==> src/pkg/dvs_pkg.sv <==
// constants, types and decode shared by the core-rail ramp control and its stepper
package dvs_pkg;

    // register subaddresses
    localparam logic [7:0] RAMP_CTL_OFS    = 8'h1a;
    localparam logic [7:0] LIN_SP_OFS      = 8'h1b;
    localparam logic [7:0] SEQ_DLY_A_OFS   = 8'h20;

    // reset values
    localparam logic [7:0] RAMP_CTL_RST    = 8'h06;
    localparam logic [7:0] LIN_SP_RST      = 8'h1f;
    localparam logic [7:0] SEQ_DLY_A_RST   = 8'h00;

    // field positions and widths
    localparam int         GO_BIT          = 7;
    localparam int         AUTO_BIT        = 6;
    localparam int         SLEW_LSB        = 0;
    localparam int         SLEW_W          = 3;
    localparam int         LIN_SP_W        = 6;
    localparam int         CODE_W          = 6;
    localparam logic [2:0] SLEW_IMMEDIATE  = 3'h7;
    localparam logic [2:0] SLEW_RST        = 3'h6;
    localparam logic [5:0] LIN_SP_CODE_RST = 6'h1f;

    // level the core rails are taken to hold before the first ramp
    localparam logic [5:0] CORE_CODE_RST   = 6'h00;

    // timing
    localparam int         CLK_PERIOD_NS   = 10;
    localparam int         DWELL_MAX_NS    = 160000;
    localparam int         DWELL_MAX_CYC   = (DWELL_MAX_NS + CLK_PERIOD_NS - 1) / CLK_PERIOD_NS;
    localparam int         BLANK_MS        = 5;
    localparam int         BLANK_CYC       = (BLANK_MS * 1000000 + CLK_PERIOD_NS - 1)
                                             / CLK_PERIOD_NS;
    localparam int         CNT_W           = 20;
    localparam int         NUM_RAILS       = 2;

    // one register write from the serial front end
    typedef struct packed {
        logic       en;
        logic [7:0] addr;
        logic [7:0] data;
    } dvs_reg_wr_s;

    typedef logic [5:0] dvs_code_t;

    typedef enum logic [1:0] {
        RS_IDLE = 2'b01,
        RS_WAIT = 2'b10
    } dvs_ramp_e;

    // one-hot select: bit0 ramp control, bit1 linear setpoint, bit2 sequence delay
    function automatic logic [2:0] dvs_reg_sel(input logic [7:0] addr);
        dvs_reg_sel = {addr == SEQ_DLY_A_OFS, addr == LIN_SP_OFS, addr == RAMP_CTL_OFS};
    endfunction

endpackage

==> src/dvs_rail_stepper.sv <==
// one core rail: applied code walks one code per step toward its target
`timescale 1ns/1ps
module dvs_rail_stepper (
    input  wire logic              clk_sys,
    input  wire logic              rst,
    input  wire logic              load,
    input  wire dvs_pkg::dvs_code_t load_code,
    input  wire logic              step,
    input  wire logic              jump,
    output dvs_pkg::dvs_code_t     present,
    output logic                   at_target
);

    dvs_pkg::dvs_code_t target_ff;
    dvs_pkg::dvs_code_t present_ff;

    always_ff @(posedge clk_sys) begin
        if (rst) begin
            target_ff <= dvs_pkg::CORE_CODE_RST;
        end else if (load) begin
            target_ff <= load_code;
        end
    end

    // one code per step, so a coarser code table gives a faster rate
    always_ff @(posedge clk_sys) begin
        if (rst) begin
            present_ff <= dvs_pkg::CORE_CODE_RST;
        end else if (jump) begin
            present_ff <= target_ff;
        end else if (step && present_ff < target_ff) begin
            present_ff <= present_ff + 6'h01;
        end else if (step && present_ff > target_ff) begin
            present_ff <= present_ff - 6'h01;
        end
    end

    assign present   = present_ff;
    assign at_target = (present_ff == target_ff);

endmodule

==> src/dvs_ramp_ctrl.sv <==
// core buck ramp control, linear regulator setpoint and supervisor blanking
//
// Overview of operation
// Writing 1 to the trigger bit ramps both core bucks to their stored setpoints at the slew rate.
// The trigger bit clears itself once both core rails have reached their targets.
// With auto-apply set, each core setpoint update starts a ramp without the trigger bit.
// Slew codes 0 to 6 give a dwell of 160 us halved per code down to 2.5 us; reset code is 6.
// Slew code 7 applies the new setpoint at once with no dwell between codes.
// The ramp moves one setpoint code per dwell, so the rate follows each rail's code size.
// The linear regulator setpoint only changes when the password gate is open.
// Any write to the linear setpoint blanks the over- and undervoltage outputs for 5 ms.
// The 6-bit linear setpoint runs 0.900 V to 3.400 V and resets to code 1f (1.800 V).
// Slew and trigger act on the two core bucks only, never on other rails.
// Software clears pulse-skip on both core bucks before lowering them in tight window mode.
// Reserved bits of ramp control and linear setpoint read zero and ignore writes.
`timescale 1ns/1ps
module dvs_ramp_ctrl #(
    parameter int DWELL_MAX_CYC_P = dvs_pkg::DWELL_MAX_CYC,
    parameter int BLANK_CYC_P     = dvs_pkg::BLANK_CYC
) (
    input  wire logic               clk_sys,
    input  wire logic               rst,
    input  wire dvs_pkg::dvs_reg_wr_s reg_wr,
    input  wire logic [7:0]         rd_addr,
    output logic [7:0]              rd_data,
    input  wire logic               pw_ok,
    input  wire dvs_pkg::dvs_code_t core_sp_one,
    input  wire dvs_pkg::dvs_code_t core_sp_two,
    input  wire logic [1:0]         core_sp_upd,
    output dvs_pkg::dvs_code_t      core_buck_one,
    output dvs_pkg::dvs_code_t      core_buck_two,
    output logic                    ramp_busy,
    output logic [5:0]              linear_reg_one,
    output logic [7:0]              sequence_delay_reg_a,
    input  wire logic               ov_raw,
    input  wire logic               uv_raw,
    output logic                    ov_flag,
    output logic                    uv_flag,
    output logic                    blank_active
);

    // register state
    logic                 go_ff;
    logic                 auto_apply_setpoint_ff;
    logic [2:0]           slew_ff;
    logic [5:0]           lin_sp_ff;
    logic [7:0]           seq_dly_a_ff;
    logic [7:0]           rd_data_ff;

    // ramp sequencing
    dvs_pkg::dvs_ramp_e   state_ff;
    dvs_pkg::dvs_ramp_e   nxt_state;
    logic [dvs_pkg::CNT_W-1:0] dwell_cnt_ff;
    logic [dvs_pkg::CNT_W-1:0] dwell_len;
    logic [dvs_pkg::CNT_W-1:0] blank_cnt_ff;

    // supervisor outputs
    logic                 ov_flag_ff;
    logic                 uv_flag_ff;

    logic [2:0]           wr_sel;
    logic                 wr_ramp;
    logic                 wr_lin;
    logic                 wr_seq;
    logic                 go_write;
    logic                 auto_start;
    logic                 start;
    logic                 imm;
    logic                 all_at_target;
    logic                 finish;
    logic                 step;
    logic                 jump;
    logic [2:0]           slew_eff;
    logic [2:0]           rd_sel;

    dvs_pkg::dvs_code_t   sp_in   [dvs_pkg::NUM_RAILS];
    dvs_pkg::dvs_code_t   present [dvs_pkg::NUM_RAILS];
    logic [dvs_pkg::NUM_RAILS-1:0] at_target;

    assign wr_sel  = dvs_pkg::dvs_reg_sel(reg_wr.addr);
    assign wr_ramp = reg_wr.en && wr_sel[0];
    assign wr_lin  = reg_wr.en && wr_sel[1];
    assign wr_seq  = reg_wr.en && wr_sel[2];

    assign go_write   = wr_ramp && reg_wr.data[dvs_pkg::GO_BIT];
    assign auto_start = auto_apply_setpoint_ff && (|core_sp_upd);
    assign start      = go_write || auto_start;
    assign imm        = (slew_ff == dvs_pkg::SLEW_IMMEDIATE);

    // ramp control fields; reserved bits 5..3 are never stored
    always_ff @(posedge clk_sys) begin
        if (rst) begin
            auto_apply_setpoint_ff <= dvs_pkg::RAMP_CTL_RST[dvs_pkg::AUTO_BIT];
            slew_ff                <= dvs_pkg::SLEW_RST;
        end else if (wr_ramp) begin
            auto_apply_setpoint_ff <= reg_wr.data[dvs_pkg::AUTO_BIT];
            slew_ff                <= reg_wr.data[dvs_pkg::SLEW_LSB +: dvs_pkg::SLEW_W];
        end
    end

    // trigger: a fresh write of 1 wins over the completion clear; writing 0 changes nothing
    always_ff @(posedge clk_sys) begin
        if (rst) begin
            go_ff <= dvs_pkg::RAMP_CTL_RST[dvs_pkg::GO_BIT];
        end else if (go_write) begin
            go_ff <= 1'b1;
        end else if (finish) begin
            go_ff <= 1'b0;
        end
    end

    // password-gated setpoint and sequence delay storage
    always_ff @(posedge clk_sys) begin
        if (rst) begin
            lin_sp_ff <= dvs_pkg::LIN_SP_CODE_RST;
        end else if (wr_lin && pw_ok) begin
            lin_sp_ff <= reg_wr.data[dvs_pkg::LIN_SP_W-1:0];
        end
    end

    always_ff @(posedge clk_sys) begin
        if (rst) begin
            seq_dly_a_ff <= dvs_pkg::SEQ_DLY_A_RST;
        end else if (wr_seq && pw_ok) begin
            seq_dly_a_ff <= reg_wr.data;
        end
    end

    // dwell per code: base time halved once per slew code
    // go and a new slew code in one byte: the first dwell must already use the new code
    assign slew_eff  = wr_ramp ? reg_wr.data[dvs_pkg::SLEW_LSB +: dvs_pkg::SLEW_W] : slew_ff;
    assign dwell_len = dvs_pkg::CNT_W'(DWELL_MAX_CYC_P >> slew_eff);

    assign all_at_target = &at_target;
    assign finish = (state_ff == dvs_pkg::RS_WAIT) && all_at_target && !start;
    assign jump   = (state_ff == dvs_pkg::RS_WAIT) && imm && !start;
    assign step   = (state_ff == dvs_pkg::RS_WAIT) && !imm && !start
                    && (dwell_cnt_ff == '0);

    always_comb begin
        nxt_state = state_ff;
        unique case (state_ff)
            dvs_pkg::RS_IDLE: begin
                if (start) begin
                    nxt_state = dvs_pkg::RS_WAIT;
                end
            end
            dvs_pkg::RS_WAIT: begin
                if (finish) begin
                    nxt_state = dvs_pkg::RS_IDLE;
                end
            end
            default: begin
                nxt_state = dvs_pkg::RS_IDLE;
            end
        endcase
    end

    always_ff @(posedge clk_sys) begin
        if (rst) begin
            state_ff <= dvs_pkg::RS_IDLE;
        end else begin
            state_ff <= nxt_state;
        end
    end

    // a retarget during a ramp restarts the dwell so no step comes early
    always_ff @(posedge clk_sys) begin
        if (rst) begin
            dwell_cnt_ff <= '0;
        end else if (start || step) begin
            dwell_cnt_ff <= dwell_len - dvs_pkg::CNT_W'(1);
        end else if (state_ff == dvs_pkg::RS_WAIT && dwell_cnt_ff != '0) begin
            dwell_cnt_ff <= dwell_cnt_ff - dvs_pkg::CNT_W'(1);
        end
    end

    // only the two core bucks are stepped here
    assign sp_in[0] = core_sp_one;
    assign sp_in[1] = core_sp_two;

    generate
        for (genvar i = 0; i < dvs_pkg::NUM_RAILS; i++) begin : g_rail
            dvs_rail_stepper u_step (
                .clk_sys   (clk_sys),
                .rst       (rst),
                .load      (start),
                .load_code (sp_in[i]),
                .step      (step),
                .jump      (jump),
                .present   (present[i]),
                .at_target (at_target[i])
            );
        end
    endgenerate

    // blanking runs from any linear setpoint write, accepted or refused by the gate
    always_ff @(posedge clk_sys) begin
        if (rst) begin
            blank_cnt_ff <= '0;
        end else if (wr_lin) begin
            blank_cnt_ff <= dvs_pkg::CNT_W'(BLANK_CYC_P);
        end else if (blank_cnt_ff != '0) begin
            blank_cnt_ff <= blank_cnt_ff - dvs_pkg::CNT_W'(1);
        end
    end

    always_ff @(posedge clk_sys) begin
        if (rst) begin
            ov_flag_ff <= 1'b0;
            uv_flag_ff <= 1'b0;
        end else begin
            ov_flag_ff <= ov_raw && (blank_cnt_ff == '0) && !wr_lin;
            uv_flag_ff <= uv_raw && (blank_cnt_ff == '0) && !wr_lin;
        end
    end

    // read-back; unmapped subaddresses read zero
    assign rd_sel = dvs_pkg::dvs_reg_sel(rd_addr);

    always_ff @(posedge clk_sys) begin
        if (rst) begin
            rd_data_ff <= 8'h00;
        end else begin
            unique case (1'b1)
                rd_sel[0]:
                    rd_data_ff <= {go_ff, auto_apply_setpoint_ff, 3'h0, slew_ff};
                rd_sel[1]:
                    rd_data_ff <= {2'h0, lin_sp_ff};
                rd_sel[2]:
                    rd_data_ff <= seq_dly_a_ff;
                default:
                    rd_data_ff <= 8'h00;
            endcase
        end
    end

    assign rd_data              = rd_data_ff;
    assign core_buck_one        = present[0];
    assign core_buck_two        = present[1];
    assign ramp_busy            = (state_ff == dvs_pkg::RS_WAIT);
    assign linear_reg_one       = lin_sp_ff;
    assign sequence_delay_reg_a = seq_dly_a_ff;
    assign ov_flag              = ov_flag_ff;
    assign uv_flag              = uv_flag_ff;
    assign blank_active         = (blank_cnt_ff != '0);

endmodule

==> config.mk <==
export PLATFORM = sky130hd
export DESIGN_NAME = dvs_ramp_ctrl
export DESIGN_NICKNAME = d
export VERILOG_FILES = /design/src/pkg/dvs_pkg.sv /design/src/dvs_rail_stepper.sv /design/src/dvs_ramp_ctrl.sv
export SDC_FILE = /design/constraint.sdc
export NUM_CORES = 1
export LEC_CHECK = 0
export BUFFER_PORTS_ARGS = -buffer_cell sky130_fd_sc_hd__clkbuf_2
export CAP_MARGIN = 20
export CORE_UTILIZATION = 45
export DETAILED_ROUTE_END_ITERATION = 12
export GPL_TIMING_DRIVEN = 0
export PLACE_DENSITY_LB_ADDON = 0.12
export SYNTH_ARGS = -nofsm -noshare
export SYNTH_HDL_FRONTEND = slang
export SYNTH_SLANG_ARGS = --single-unit
==> constraint.sdc <==
create_clock -name clk_sys -period 8.36 [get_ports clk_sys]
set_clock_uncertainty 0.2 [all_clocks]
set_input_delay 1.672 -clock clk_sys [delete_from_list [all_inputs] [get_ports clk_sys]]
set_output_delay 1.672 -clock clk_sys [all_outputs]
set_load 0.01 [all_outputs]
==> Word-level counts from Yosys, hierarchy flattened <==
Index checks and enable logic that the tools add are counted.
{ "totals": {"reg_bits": 95, "latchBits": 0, "mem_bits_rw": 0, "romBits": 0, "input_bits": 44, "elab_cells": 99, "n_memories": 0} }
{ "classes": {"addsub": 7, "multipliers": 0, "n_div": 0, "n_lt_le_gt_ge": 4, "n_eq_ne": 13, "shifts": 1, "n_mux": 17, "bitwise": 0, "n_reduce_logical": 41} }
{ "ops": {"columns": ["op", "count"], "rows": [
  ["20-bit by 1-bit subtractor with 20-bit output, second input constant", 3],
  ["20-bit logical NOT", 2],
  ["20-bit two-way mux", 2],
  ["20-bit nonzero test", 2],
  ["19-bit two-way mux", 2],
  ["6-bit two-way mux", 6],
  ["8-bit by 5-bit equality test with 1-bit output, second input constant", 4],
  ["8-bit one-hot mux with 3 select lines", 1],
  ["1-bit logical AND", 23],
  ["14-bit by 3-bit right shift with 20-bit output, first input constant", 1],
  ["8-bit by 6-bit equality test with 1-bit output, second input constant", 2],
  ["6-bit by 1-bit adder with 6-bit output, second input constant", 2],
  ["6-bit equality test", 2],
  ["6-bit greater-than comparator", 2],
  ["6-bit less-than comparator", 2],
  ["6-bit by 1-bit subtractor with 6-bit output, second input constant", 2],
  ["2-bit nonzero test", 3],
  ["3-bit nonzero test", 2],
  ["2-bit two-way mux", 2],
  ["2-bit one-hot mux with 2 select lines", 1],
  ["2-bit AND reduction", 2],
  ["2-bit OR reduction", 2],
  ["3-bit equality test, second input constant", 1],
  ["1-bit logical NOT", 3],
  ["7 further kinds", 9]
]} }

==> Logic depth before layout (Yosys ltp) <==
Gate-level depths: netlist (run 1).
{ "depth": {"depth_word": 11, "ltp_mapped": 15, "depth_no_buf": 15} }

==> By module <==
A second synthesis (run 1) with hierarchy kept.
{ "hier_totals": {"cells_unflattened": 599, "hier_area_um2": 5252.5} }
{ "modules_own_cells": {"columns": ["module", "n_inst", "cells_each", "area_per_inst_um2", "seq_area_each_um2"], "rows": [
  ["dvs_ramp_ctrl", 1, 425, 3585.9, 1421.4],
  ["dvs_rail_stepper", 2, 87, 833.3, 240.2]
]} }

==> Least setup slack after synthesis (run 1) <==
OpenSTA, ideal clock, no wires.
{ "synth_path": {"kind": "input port to flip-flop", "from": "input reg_wr[11] (netlist bit)", "to": "register g_rail[1].u_step.present_ff[5]", "setup_time_ns": 0.074, "arrival_ns": 4.528, "slack_ns": 3.558, "cell_stages": 12, "n_path_buf": 0, "cell_sequence": "and4b_1 -> a311oi_1 -> nand4_1 -> or2_2 -> ha_1 -> a21o_1 -> a21oi_1 -> o21ai_0 -> a21o_1 -> mux2_2 -> or3_1 -> a31oi_1"} }
{ "synth_between": {"elab_chain_len": 10, "elab_cells_between_ends": 13, "cone_classes": "eq/ne: 1; mux: 2; reduce/logical: 10"} }
{ "synth_rtl": {"columns": ["item", "line", "rtl"], "rows": [
  ["from (decl)", "dvs_ramp_ctrl.sv:23", "input wire dvs_pkg::dvs_reg_wr_s reg_wr,"],
  ["8-bit by 5-bit equality test with 1-bit output *", "dvs_pkg.sv:54", "dvs_reg_sel = {addr == SEQ_DLY_A_OFS, addr == LIN_SP_OFS, addr == RAMP_CTL_OFS};"],
  ["1-bit logical AND *", "dvs_ramp_ctrl.sv:81", "assign wr_ramp = reg_wr.en && wr_sel[0];"],
  ["1-bit logical AND *", "dvs_ramp_ctrl.sv:85", "assign go_write = wr_ramp && reg_wr.data[dvs_pkg::GO_BIT];"],
  ["1-bit logical OR *", "dvs_ramp_ctrl.sv:87", "assign start = go_write || auto_start;"],
  ["1-bit logical NOT *", "dvs_ramp_ctrl.sv:136, dvs_ramp_ctrl.sv:137", null],
  ["1-bit logical AND", "dvs_ramp_ctrl.sv:137", "assign step = (state_ff == dvs_pkg::RS_WAIT) && !imm && !start"],
  ["1-bit logical AND", "dvs_ramp_ctrl.sv:138", "&& (dwell_cnt_ff == '0);"],
  ["1-bit logical AND", "dvs_rail_stepper.sv:31", "end else if (step && present_ff < target_ff) begin"],
  ["6-bit two-way mux", "dvs_rail_stepper.sv:31", null],
  ["6-bit two-way mux", "dvs_rail_stepper.sv:29", "end else if (jump) begin"],
  ["to (signal assigned)", "dvs_rail_stepper.sv:28", "present_ff <= dvs_pkg::CORE_CODE_RST;"],
  ["to (signal assigned)", "dvs_rail_stepper.sv:30", "present_ff <= target_ff;"],
  ["to (signal assigned)", "dvs_rail_stepper.sv:32", "present_ff <= present_ff + 6'h01;"],
  ["to (decl)", "dvs_rail_stepper.sv:15", "dvs_pkg::dvs_code_t present_ff;"]
]} }
Mark *: on every way between the ends. The rest lies on a longest branch, timed or not.
A chain may end at the register's enable or synchronous reset.

==> Final worst setup path (run 1) <==
Ends and elaborated chain as after synthesis.

==> results.txt, run 1 <==
The flow ran to the end, and the final reports show no timing, DRC or antenna violations. The worst hold path passes through 2 cells. Count of standard-cell rows: 39.

The critical path is of the primary input to flip-flop type. The fraction of registers with async set or reset after synthesis was 0%; the number of filler cells placed in the layout was 1,108. The cell count after synthesis came out at 646.

Setup repair after global routing left no endpoint under its margin. The largest fanout of any net on the critical path is 6. The initial antenna violation count was 0. The initial utilization of the core area, before any placement, comes to 46.10%. Summing internal, switching and leakage power gives 1.238 mW. Of the post-synthesis cell area, the dominant cell type holds 36.13%.

The tools report the count of hold-fix buffers inserted at cts as 0. Final hold slack: 265.0 ps. Clock latency on the worst-skew pair, taken at its later pin, is 350 ps.

Data arrives at the worst endpoint at 5450 ps. The number of nets handed over by synthesis was 714. 82 I/O pins were placed. The first global-routing pass estimated 22,850 microns of wire. Sequential fraction of the synthesis area: 36.13%. The final total negative setup slack was 0 ps. Synthesis-stage register bit count: 95. The shortest clock period the worst path allows after layout works out to 5363 ps. The layout net count is 804, and the synthesized area divided by synthesized cell count is 8.148 sq um. Entering global routing, the biggest net connects 17 pins. Hold violation total from the final report: 0.

Share of layout cells above drive strength 1: 16.22%. The routed design has 14,700 microns of wire. Walking the worst path, the cells encountered are clkbuf_2, and4b_1, a311oi_1, nand4_1, or2_2, ha_1, a21o_1, a21oi_1, o21ai_0, a21o_1, mux2_2, or3_1, a31oi_1.

The buffer depth of the longest clock path is 2, and the number of cells traversed by the worst register-to-register path is 12. The setup slack of the most critical reg-to-reg path came out at 4180 ps. The number of violations of the max-capacitance limit is 0. The final clock period utilization by the worst path was 64.16%.

The final number of max-transition violations is 0, and the count of input and output buffers is 79. The endpoint of the worst setup timing path is g_rail[1].u_step.present[5]$_SDFFE_PP0P_. STA classifies the critical path startpoint as a primary input. The slowest cell on the critical path was sky130_fd_sc_hd__a311oi_1. Overall die area: 12,130 sq um. For the number of sinks driven by the clock tree, the log shows 95.

Core footprint: 11,420 sq um. For the headroom to the max-slew limit, the log shows 43.53%. TritonCTS built the clock tree.

Summed over all cells, the static leakage comes to 2.571 nW. In the final layout, flip-flops and latches occupy 1902 sq um. For the worst endpoint required time, the log shows 8440 ps. The netlist uses 61 different library cells. The floorplan step set the die width to 110.2 microns.

VDD sags by at most 0.1573 mV. Among all flip-flop cells after synthesis, the most frequent one is sky130_fd_sc_hd__dfxtp_1. sky130_fd_sc_hd__dfxtp_1 takes more of the synthesized area than any other cell.

The count of cell instances traversed by the critical path came out at 13. The worst hold path belongs to the class flip-flop to flip-flop. The H-tree level count came out at 3. After synthesis, the most frequently instantiated cells are 95 x sky130_fd_sc_hd__dfxtp_1, 77 x sky130_fd_sc_hd__nor2_1, 66 x sky130_fd_sc_hd__nand2_1.

For this design the ratio of total power to cell area is 202.2 nW/um^2. After synthesis, the cell types taking the most area are sky130_fd_sc_hd__dfxtp_1 36%, sky130_fd_sc_hd__nor2_1 5.5%, sky130_fd_sc_hd__ha_1 5.2%. The via count is 5,044, and the area of placed instances is 5838 sq um. Most frequent cell on the critical path: sky130_fd_sc_hd__a21o_1. The sum of buffers and inverters on the critical path is 1, and the clock slew at the register clock pins of the worst setup and hold paths is 70 ps. The tools report the kind of end point of the critical path as a flip-flop.

The final weighted congestion of routability-driven global placement is 0.8906, and the actual transition at the worst max-transition pin is 840.6 ps. Number of gates resized after CTS: 0. For this run, the number of Yosys warnings is 0. The cell family contributing the most delay on the critical path is compound AO/OA/AOI/OAI gates.

Summed over all layers, the global routing overflow is 0. The largest single stage delay on the critical path is 750 ps. In the final routed layout, each cell accounts on average for 16.65 microns. The synthesized design contains 0 enable-type register cells. The run gives 0 as the diode insertion count for antenna repair.

For this run, the share of the core covered by cells in the final layout is 53.61%. After detailed routing, the number of remaining DRC violations is 0. In this run the remaining antenna-violating nets after routing total 0. The tools report the maximum clock frequency as 186.4 MHz.

The most critical setup path has its startpoint at reg_wr[11]. The tools report the origin of the critical flop-to-flop path as state_ff[0]$_SDFFE_PP1P_. The worst register-to-register path ends at g_rail[1].u_step.present[5]$_SDFFE_PP0P_.

The area used by multi-input combinational logic is 3144 sq um. Measured along the y axis, the die boundary spans 110.2 microns. The mapped cell area was 5264 sq um; the post-CTS setup buffer count was 0. The global-route usage over all layers is 24.85%, and the CTS buffer count is 9. Detailed placement ended at an HPWL of 10,800 microns.

For this run, the detailed router's first-pass iteration total came to 8. The number of global-route vias before repair was 4,628. The area growth from synthesis to final layout was 16.28%. The most common cell in the synthesized netlist is sky130_fd_sc_hd__dfxtp_1. The violation count after the first detailed-routing iteration was 237; the vias per cell was 5.712. Number of failing setup endpoints in the final timing report: 0. Root buffer selected by CTS: sky130_fd_sc_hd__clkbuf_16.

After routing the design area is 6121 sq um.
==> per-stage QoR <==
stage | setup slack [ps] | cells
floorplan | 3558 | 646
global placement | 2717 | 868
detailed placement | 2649 | 868
CTS | 2982 | 883
global route | 2815 | 883
finish | 2997 | 883
==> how the worst min path moves through the flow <==
stage	startpoint	end
2_1_floorplan	dwell_cnt_ff[19]$_SDFFE_PP0P_	dwell_cnt_ff[19]$_SDFFE_PP0P_
3_3_place_gp	dwell_cnt_ff[19]$_SDFFE_PP0P_	dwell_cnt_ff[19]$_SDFFE_PP0P_
3_5_place_dp	g_rail[1].u_step.target_ff[5]$_SDFFE_PP0N_	g_rail[1].u_step.target_ff[5]$_SDFFE_PP0N_
4_1_cts	g_rail[1].u_step.target_ff[5]$_SDFFE_PP0N_	g_rail[1].u_step.target_ff[5]$_SDFFE_PP0N_
5_1_grt	dwell_cnt_ff[19]$_SDFFE_PP0P_	dwell_cnt_ff[19]$_SDFFE_PP0P_
6_report	g_rail[1].u_step.target_ff[5]$_SDFFE_PP0N_	g_rail[1].u_step.target_ff[5]$_SDFFE_PP0N_
==> placed cells by master, fill, tap and decap left out, types with 11 or more instances in the layout <==
cell and n:
sky130_fd_sc_hd__a211oi_1 13, sky130_fd_sc_hd__a21oi_1 50, sky130_fd_sc_hd__clkbuf_1 30, sky130_fd_sc_hd__clkbuf_2 79, sky130_fd_sc_hd__dfxtp_1 95, sky130_fd_sc_hd__ha_1 22, sky130_fd_sc_hd__inv_1 22, sky130_fd_sc_hd__mux2i_1 27
sky130_fd_sc_hd__nand2_1 66, sky130_fd_sc_hd__nand3_1 16, sky130_fd_sc_hd__nor2_1 77, sky130_fd_sc_hd__nor3_1 20, sky130_fd_sc_hd__o21ai_0 31, sky130_fd_sc_hd__xnor2_1 19, sky130_fd_sc_hd__xor2_1 11
==> area by class of cell <==
cell class,count,share of cell area (%)
multi-input cells,496,51.37
flip-flops and latches,95,31.07
repair buffers,79,6.460
clock buffers,10,3.904
well taps,143,2.923
plain buffers,32,2.105
inverters,23,1.451
clock inverters,5,0.7155
==> state kept, by name, summed over array words and instances (netlist names) <==
name	count
ov_flag	1
auto_apply_setpoint_ff	1
linear_reg_one	6
sequence_delay_reg_a	8
dwell_cnt_ff	20
rd_data	8
g_rail.u_step.target_ff	12
go_ff	1
g_rail.u_step.present	12
state_ff	2
uv_flag	1
slew_ff	3
blank_cnt_ff	20
==> cell families after synthesis <==
| kind of cell | after synthesis | synth area share, % |
|---|---|---|
| xor+xnor | 30 | 4.992 |
| compound gates | 149 | 17.85 |
| mux | 32 | 6.204 |
| buf+inv | 55 | 4.136 |
| fa+ha+maj | 24 | 5.990 |
| flops | 95 | 36.13 |
| simple gates | 261 | 24.70 |
==> metal layers <==
| metal | wire length, microns | global-route usage [%] |
|---|---|---|
| met1 | 6644 | 32.08 |
| met2 | 6956 | 41.21 |
| met3 | 815 | 4.056 |
| met5 | 0 | 0 |
| met4 | 285 | 10.15 |
==> where the power goes <==
group	leakage (nW)	switching [mW]	total [mW]	internal, mW
logic	1.67	0.173	0.317	0.144
clock network	0.133	0.188	0.399	0.211
registers	0.768	0.0335	0.522	0.488
total	2.57	0.394	1.24	0.844
==> tightest hold or removal path, cell delays in order, from the launching register on <==
cell and delay (ps):
sky130_fd_sc_hd__dfxtp_1 320, sky130_fd_sc_hd__nand2_1 50, sky130_fd_sc_hd__a21oi_1 50
Note: power is estimated with default switching activity, not from simulation.
==> run 2, diff against run 1 <==
==> constraint.sdc (replaced) <==
create_clock -name clk_sys -period 4.5 [get_ports clk_sys]
set_clock_uncertainty 0.2 [all_clocks]
set_input_delay 0.9 -clock clk_sys [delete_from_list [all_inputs] [get_ports clk_sys]]
set_output_delay 0.9 -clock clk_sys [all_outputs]
set_load 0.01 [all_outputs]
==> results.txt, run 2 (synthesized netlist as in run 1, its figures left out) <==
The area growth from synthesis to final layout was 16.43% (was 16.28%). The total length of routed wires is 14,770 microns (was 14,700 microns). The run gives 22,850 microns (about the same) as the first-pass GRT wire length.

The met2 wirelength from detailed routing is 7032 microns (was 6956 microns). The tools report the startpoint class of the critical path as a primary input (unchanged). The run gives 95 (unchanged) as the number of sinks driven by the clock tree. Class of the tightest hold or removal check: flip-flop to flip-flop (unchanged). The run finished with clean final reports. Pin count of the biggest net entering global routing: 17 (unchanged).

The actual transition at the worst max-transition pin works out to 834.9 ps (was 840.6 ps). The share of layout cells above drive strength 1 came out at 16.49% (was 16.22%). The die width is 110.2 microns (unchanged), and the leakage power total is 2.575 nW (was 2.571 nW). Cell chain of the critical path: clkbuf_2, and4b_1, a311oi_2, nand4_1, or2_2, ha_1, a21o_1, a21oi_1, o21ai_0, a21o_1, mux2_2, or3_1, a31oi_1 (was clkbuf_2, and4b_1, a311oi_1, nand4_1, or2_2, ha_1, a21o_1, a21oi_1, o21ai_0, a21o_1, mux2_2, or3_1, a31oi_1). The overall power came out at 2.301 mW (was 1.238 mW). Slowest cell on the critical path: sky130_fd_sc_hd__a311oi_2 (was sky130_fd_sc_hd__a311oi_1).

The area used by multi-input combinational logic was 3151 sq um (was 3144 sq um); the average wire length per cell after detail routing was 16.73 microns (was 16.65 microns). Final number of max-transition violations: 0 (unchanged). The number of global-route vias before repair was 4,630 (was 4,628).

Top flop regs: blank_cnt_ff: 20 flops, dwell_cnt_ff: 20 flops (unchanged). The tools report the number of antenna-violating nets in the routed design as 0 (unchanged). The number of violations of the max-capacitance limit came out at 0 (unchanged). The hold violation total from the final report was 0 (unchanged); the first-pass detailed-route iteration total was 5 (was 8). The headroom to the max-slew limit came out at 43.91% (was 43.53%). Root buffer selected by CTS: sky130_fd_sc_hd__clkbuf_16 (unchanged). The met3 wire length is 808 microns (was 815 microns), and the area taken by flip-flops and latches is 1902 sq um (unchanged). Diode insertion count for antenna repair: 0 (unchanged). Cell family contributing the most delay on the critical path: simple AND/OR/NAND/NOR gates (was compound AO/OA/AOI/OAI gates). The run gives 0 (unchanged) as the remaining global-route overflow. The vias per cell works out to 5.762 (was 5.712).

The run gives 4580 ps (was 8440 ps) as the worst endpoint required time. The kind of critical path is primary input to flip-flop (unchanged). The run gives 5,088 (was 5,044) as the via count. The logs give 3 (unchanged) for the H-tree level count and 10,800 microns (unchanged) for the post-detailed-placement half-perimeter wirelength. Subtracting the final worst setup slack from the clock period gives 4347 ps. Length of routed wiring on met1: 6642 microns (was 6644 microns). Commonest cells after routing, fill and taps aside: 95 x sky130_fd_sc_hd__dfxtp_1, 80 x sky130_fd_sc_hd__clkbuf_2, 77 x sky130_fd_sc_hd__nor2_1 (was 95 x sky130_fd_sc_hd__dfxtp_1, 79 x sky130_fd_sc_hd__clkbuf_2, 77 x sky130_fd_sc_hd__nor2_1). The clock slew at the register clock pins of the worst setup and hold paths was 70 ps (about the same). The final weighted congestion of routability-driven global placement is 0.8906 (unchanged), and the sum of buffers and inverters on the critical path is 1 (unchanged).

The effective utilization at floorplan is 46.10% (unchanged), and the DRC violations left is 0 (unchanged). The design area came out at 6128 sq um (was 6121 sq um). The number of filler cells placed in the layout came out at 1,108 (unchanged). Global-route usage over all layers: 24.87% (was 24.85%).

Kind of end point of the critical path: a flip-flop (unchanged). Overall die area: 12,130 sq um (unchanged). CTS buffer count: 9 (unchanged). Count of standard-cell rows: 39 (unchanged). Core footprint: 11,420 sq um (unchanged).

Based on the critical path, the design can be clocked at up to 230.0 MHz. The run gives 252 (was 237) as the violation count after the first detailed-routing iteration. Most common cell after layout, fill and taps aside: sky130_fd_sc_hd__dfxtp_1 (unchanged). The count of input and output buffers is 79 (unchanged), and the maximum single-stage delay on the critical path is 530 ps (was 750 ps). The count of hold-fix buffers inserted at cts was 0 (unchanged); the layout net count was 804 (unchanged). The data arrival time of the critical path came out at 4430 ps (was 5450 ps). The die boundary height is 110.2 microns (unchanged).

The run gives 0 (unchanged) as the initial antenna violation count. TritonCTS built the clock tree. The run gives 0.2924 mV (was 0.1573 mV) as the maximum resistive drop on vdd.

The number of failing setup endpoints in the final timing report was 0 (unchanged); the power density over the cells was 375.5 nW/um^2 (was 202.2 nW/um^2). Largest fanout of any net on the critical path: 6 (unchanged). Area of placed instances: 5838 sq um (unchanged). The buffer depth of the longest clock path was 2 (unchanged); the clock insertion delay at the later pin of the skew report was 360 ps (was 350 ps). The most frequent cell on the critical path was sky130_fd_sc_hd__a21o_1 (unchanged). The worst path uses 96.60% of the clock period. The highest metal layer with signal wires was met4 (unchanged). Setup repair after global routing left no endpoint under its margin. The number of top-level design ports was 82 (unchanged).
## run 2: changes by cell type in the layout (fill, tap and decap cells not counted)
cell | previous run | this run
sky130_fd_sc_hd__a311oi_1 | 2 | 1
sky130_fd_sc_hd__a311oi_2 | 0 | 1
sky130_fd_sc_hd__clkbuf_1 | 30 | 29
sky130_fd_sc_hd__clkbuf_2 | 79 | 80
## run 2: what timing repair did
action,CTS,global route
gates resized for setup,1,2
setup buffers,0,0
gates cloned,0,0
endpoints found under the setup margin,1,3
## run 2: path summary, 6_finish.rpt
| check | from | to | slack, ps | depth (start not counted) |
|---|---|---|---|---|
| hold / removal | g_rail[1].u_step.target_ff[5]$_SDFFE_PP0N_ | g_rail[1].u_step.target_ff[5]$_SDFFE_PP0N_ | 270 | 2 |
| setup reg to reg | state_ff[0]$_SDFFE_PP1P_ | g_rail[1].u_step.present[5]$_SDFFE_PP0P_ | 530 | 12 |
| setup / recovery | reg_wr[11] | g_rail[1].u_step.present[5]$_SDFFE_PP0P_ | 150 | 13 |
| hold reg to reg | g_rail[1].u_step.target_ff[5]$_SDFFE_PP0N_ | g_rail[1].u_step.target_ff[5]$_SDFFE_PP0N_ | 270 | 2 |
## run 2: metal layers
layer  vias to the layer above  track usage, %
li1                       2501               -
met1                      2408           32.15
met2                       152           41.21
met3                        27           4.056
met4                         0           10.15
met5                         -               0
## run 2: where the power goes
group	switching (mW)	total [mW]	internal, mW	leakage, nW
Combinational	0.322	0.590	0.268	1.67
Clock	0.349	0.742	0.393	0.133
Sequential	0.0621	0.969	0.907	0.768
Total	0.733	2.30	1.57	2.58
## run 2: tightest hold or removal path: stages, from the launching register on
cell                      delay [ps]
sky130_fd_sc_hd__dfxtp_1         320
sky130_fd_sc_hd__nand2_1          50
sky130_fd_sc_hd__a21oi_1          50
## run 2: area by class of cell
cell class	instances	area share (%)
sequential	95	31.03
tap	143	2.920
inverter	23	1.450
multi-input combinational	496	51.41
buffer	32	2.123
timing repair buffer	79	6.452
clock inverter	5	0.7146
clock buffer	10	3.900
## run 2: per-stage QoR
step           instances  worst slack (ps)  setup TNS [ps]  util, %  hold slack (ps)
2_1_floorplan        646             470.2               0        -            224.5
3_3_place_gp         868            -370.6          -478.9    51.13            243.1
3_5_place_dp         868            -438.7          -674.1    51.13            257.5
4_1_cts              883             193.8               0    53.66            266.3
5_1_grt              883             53.46               0    53.67            297.5
6_report             883             153.1               0    53.67            266.3
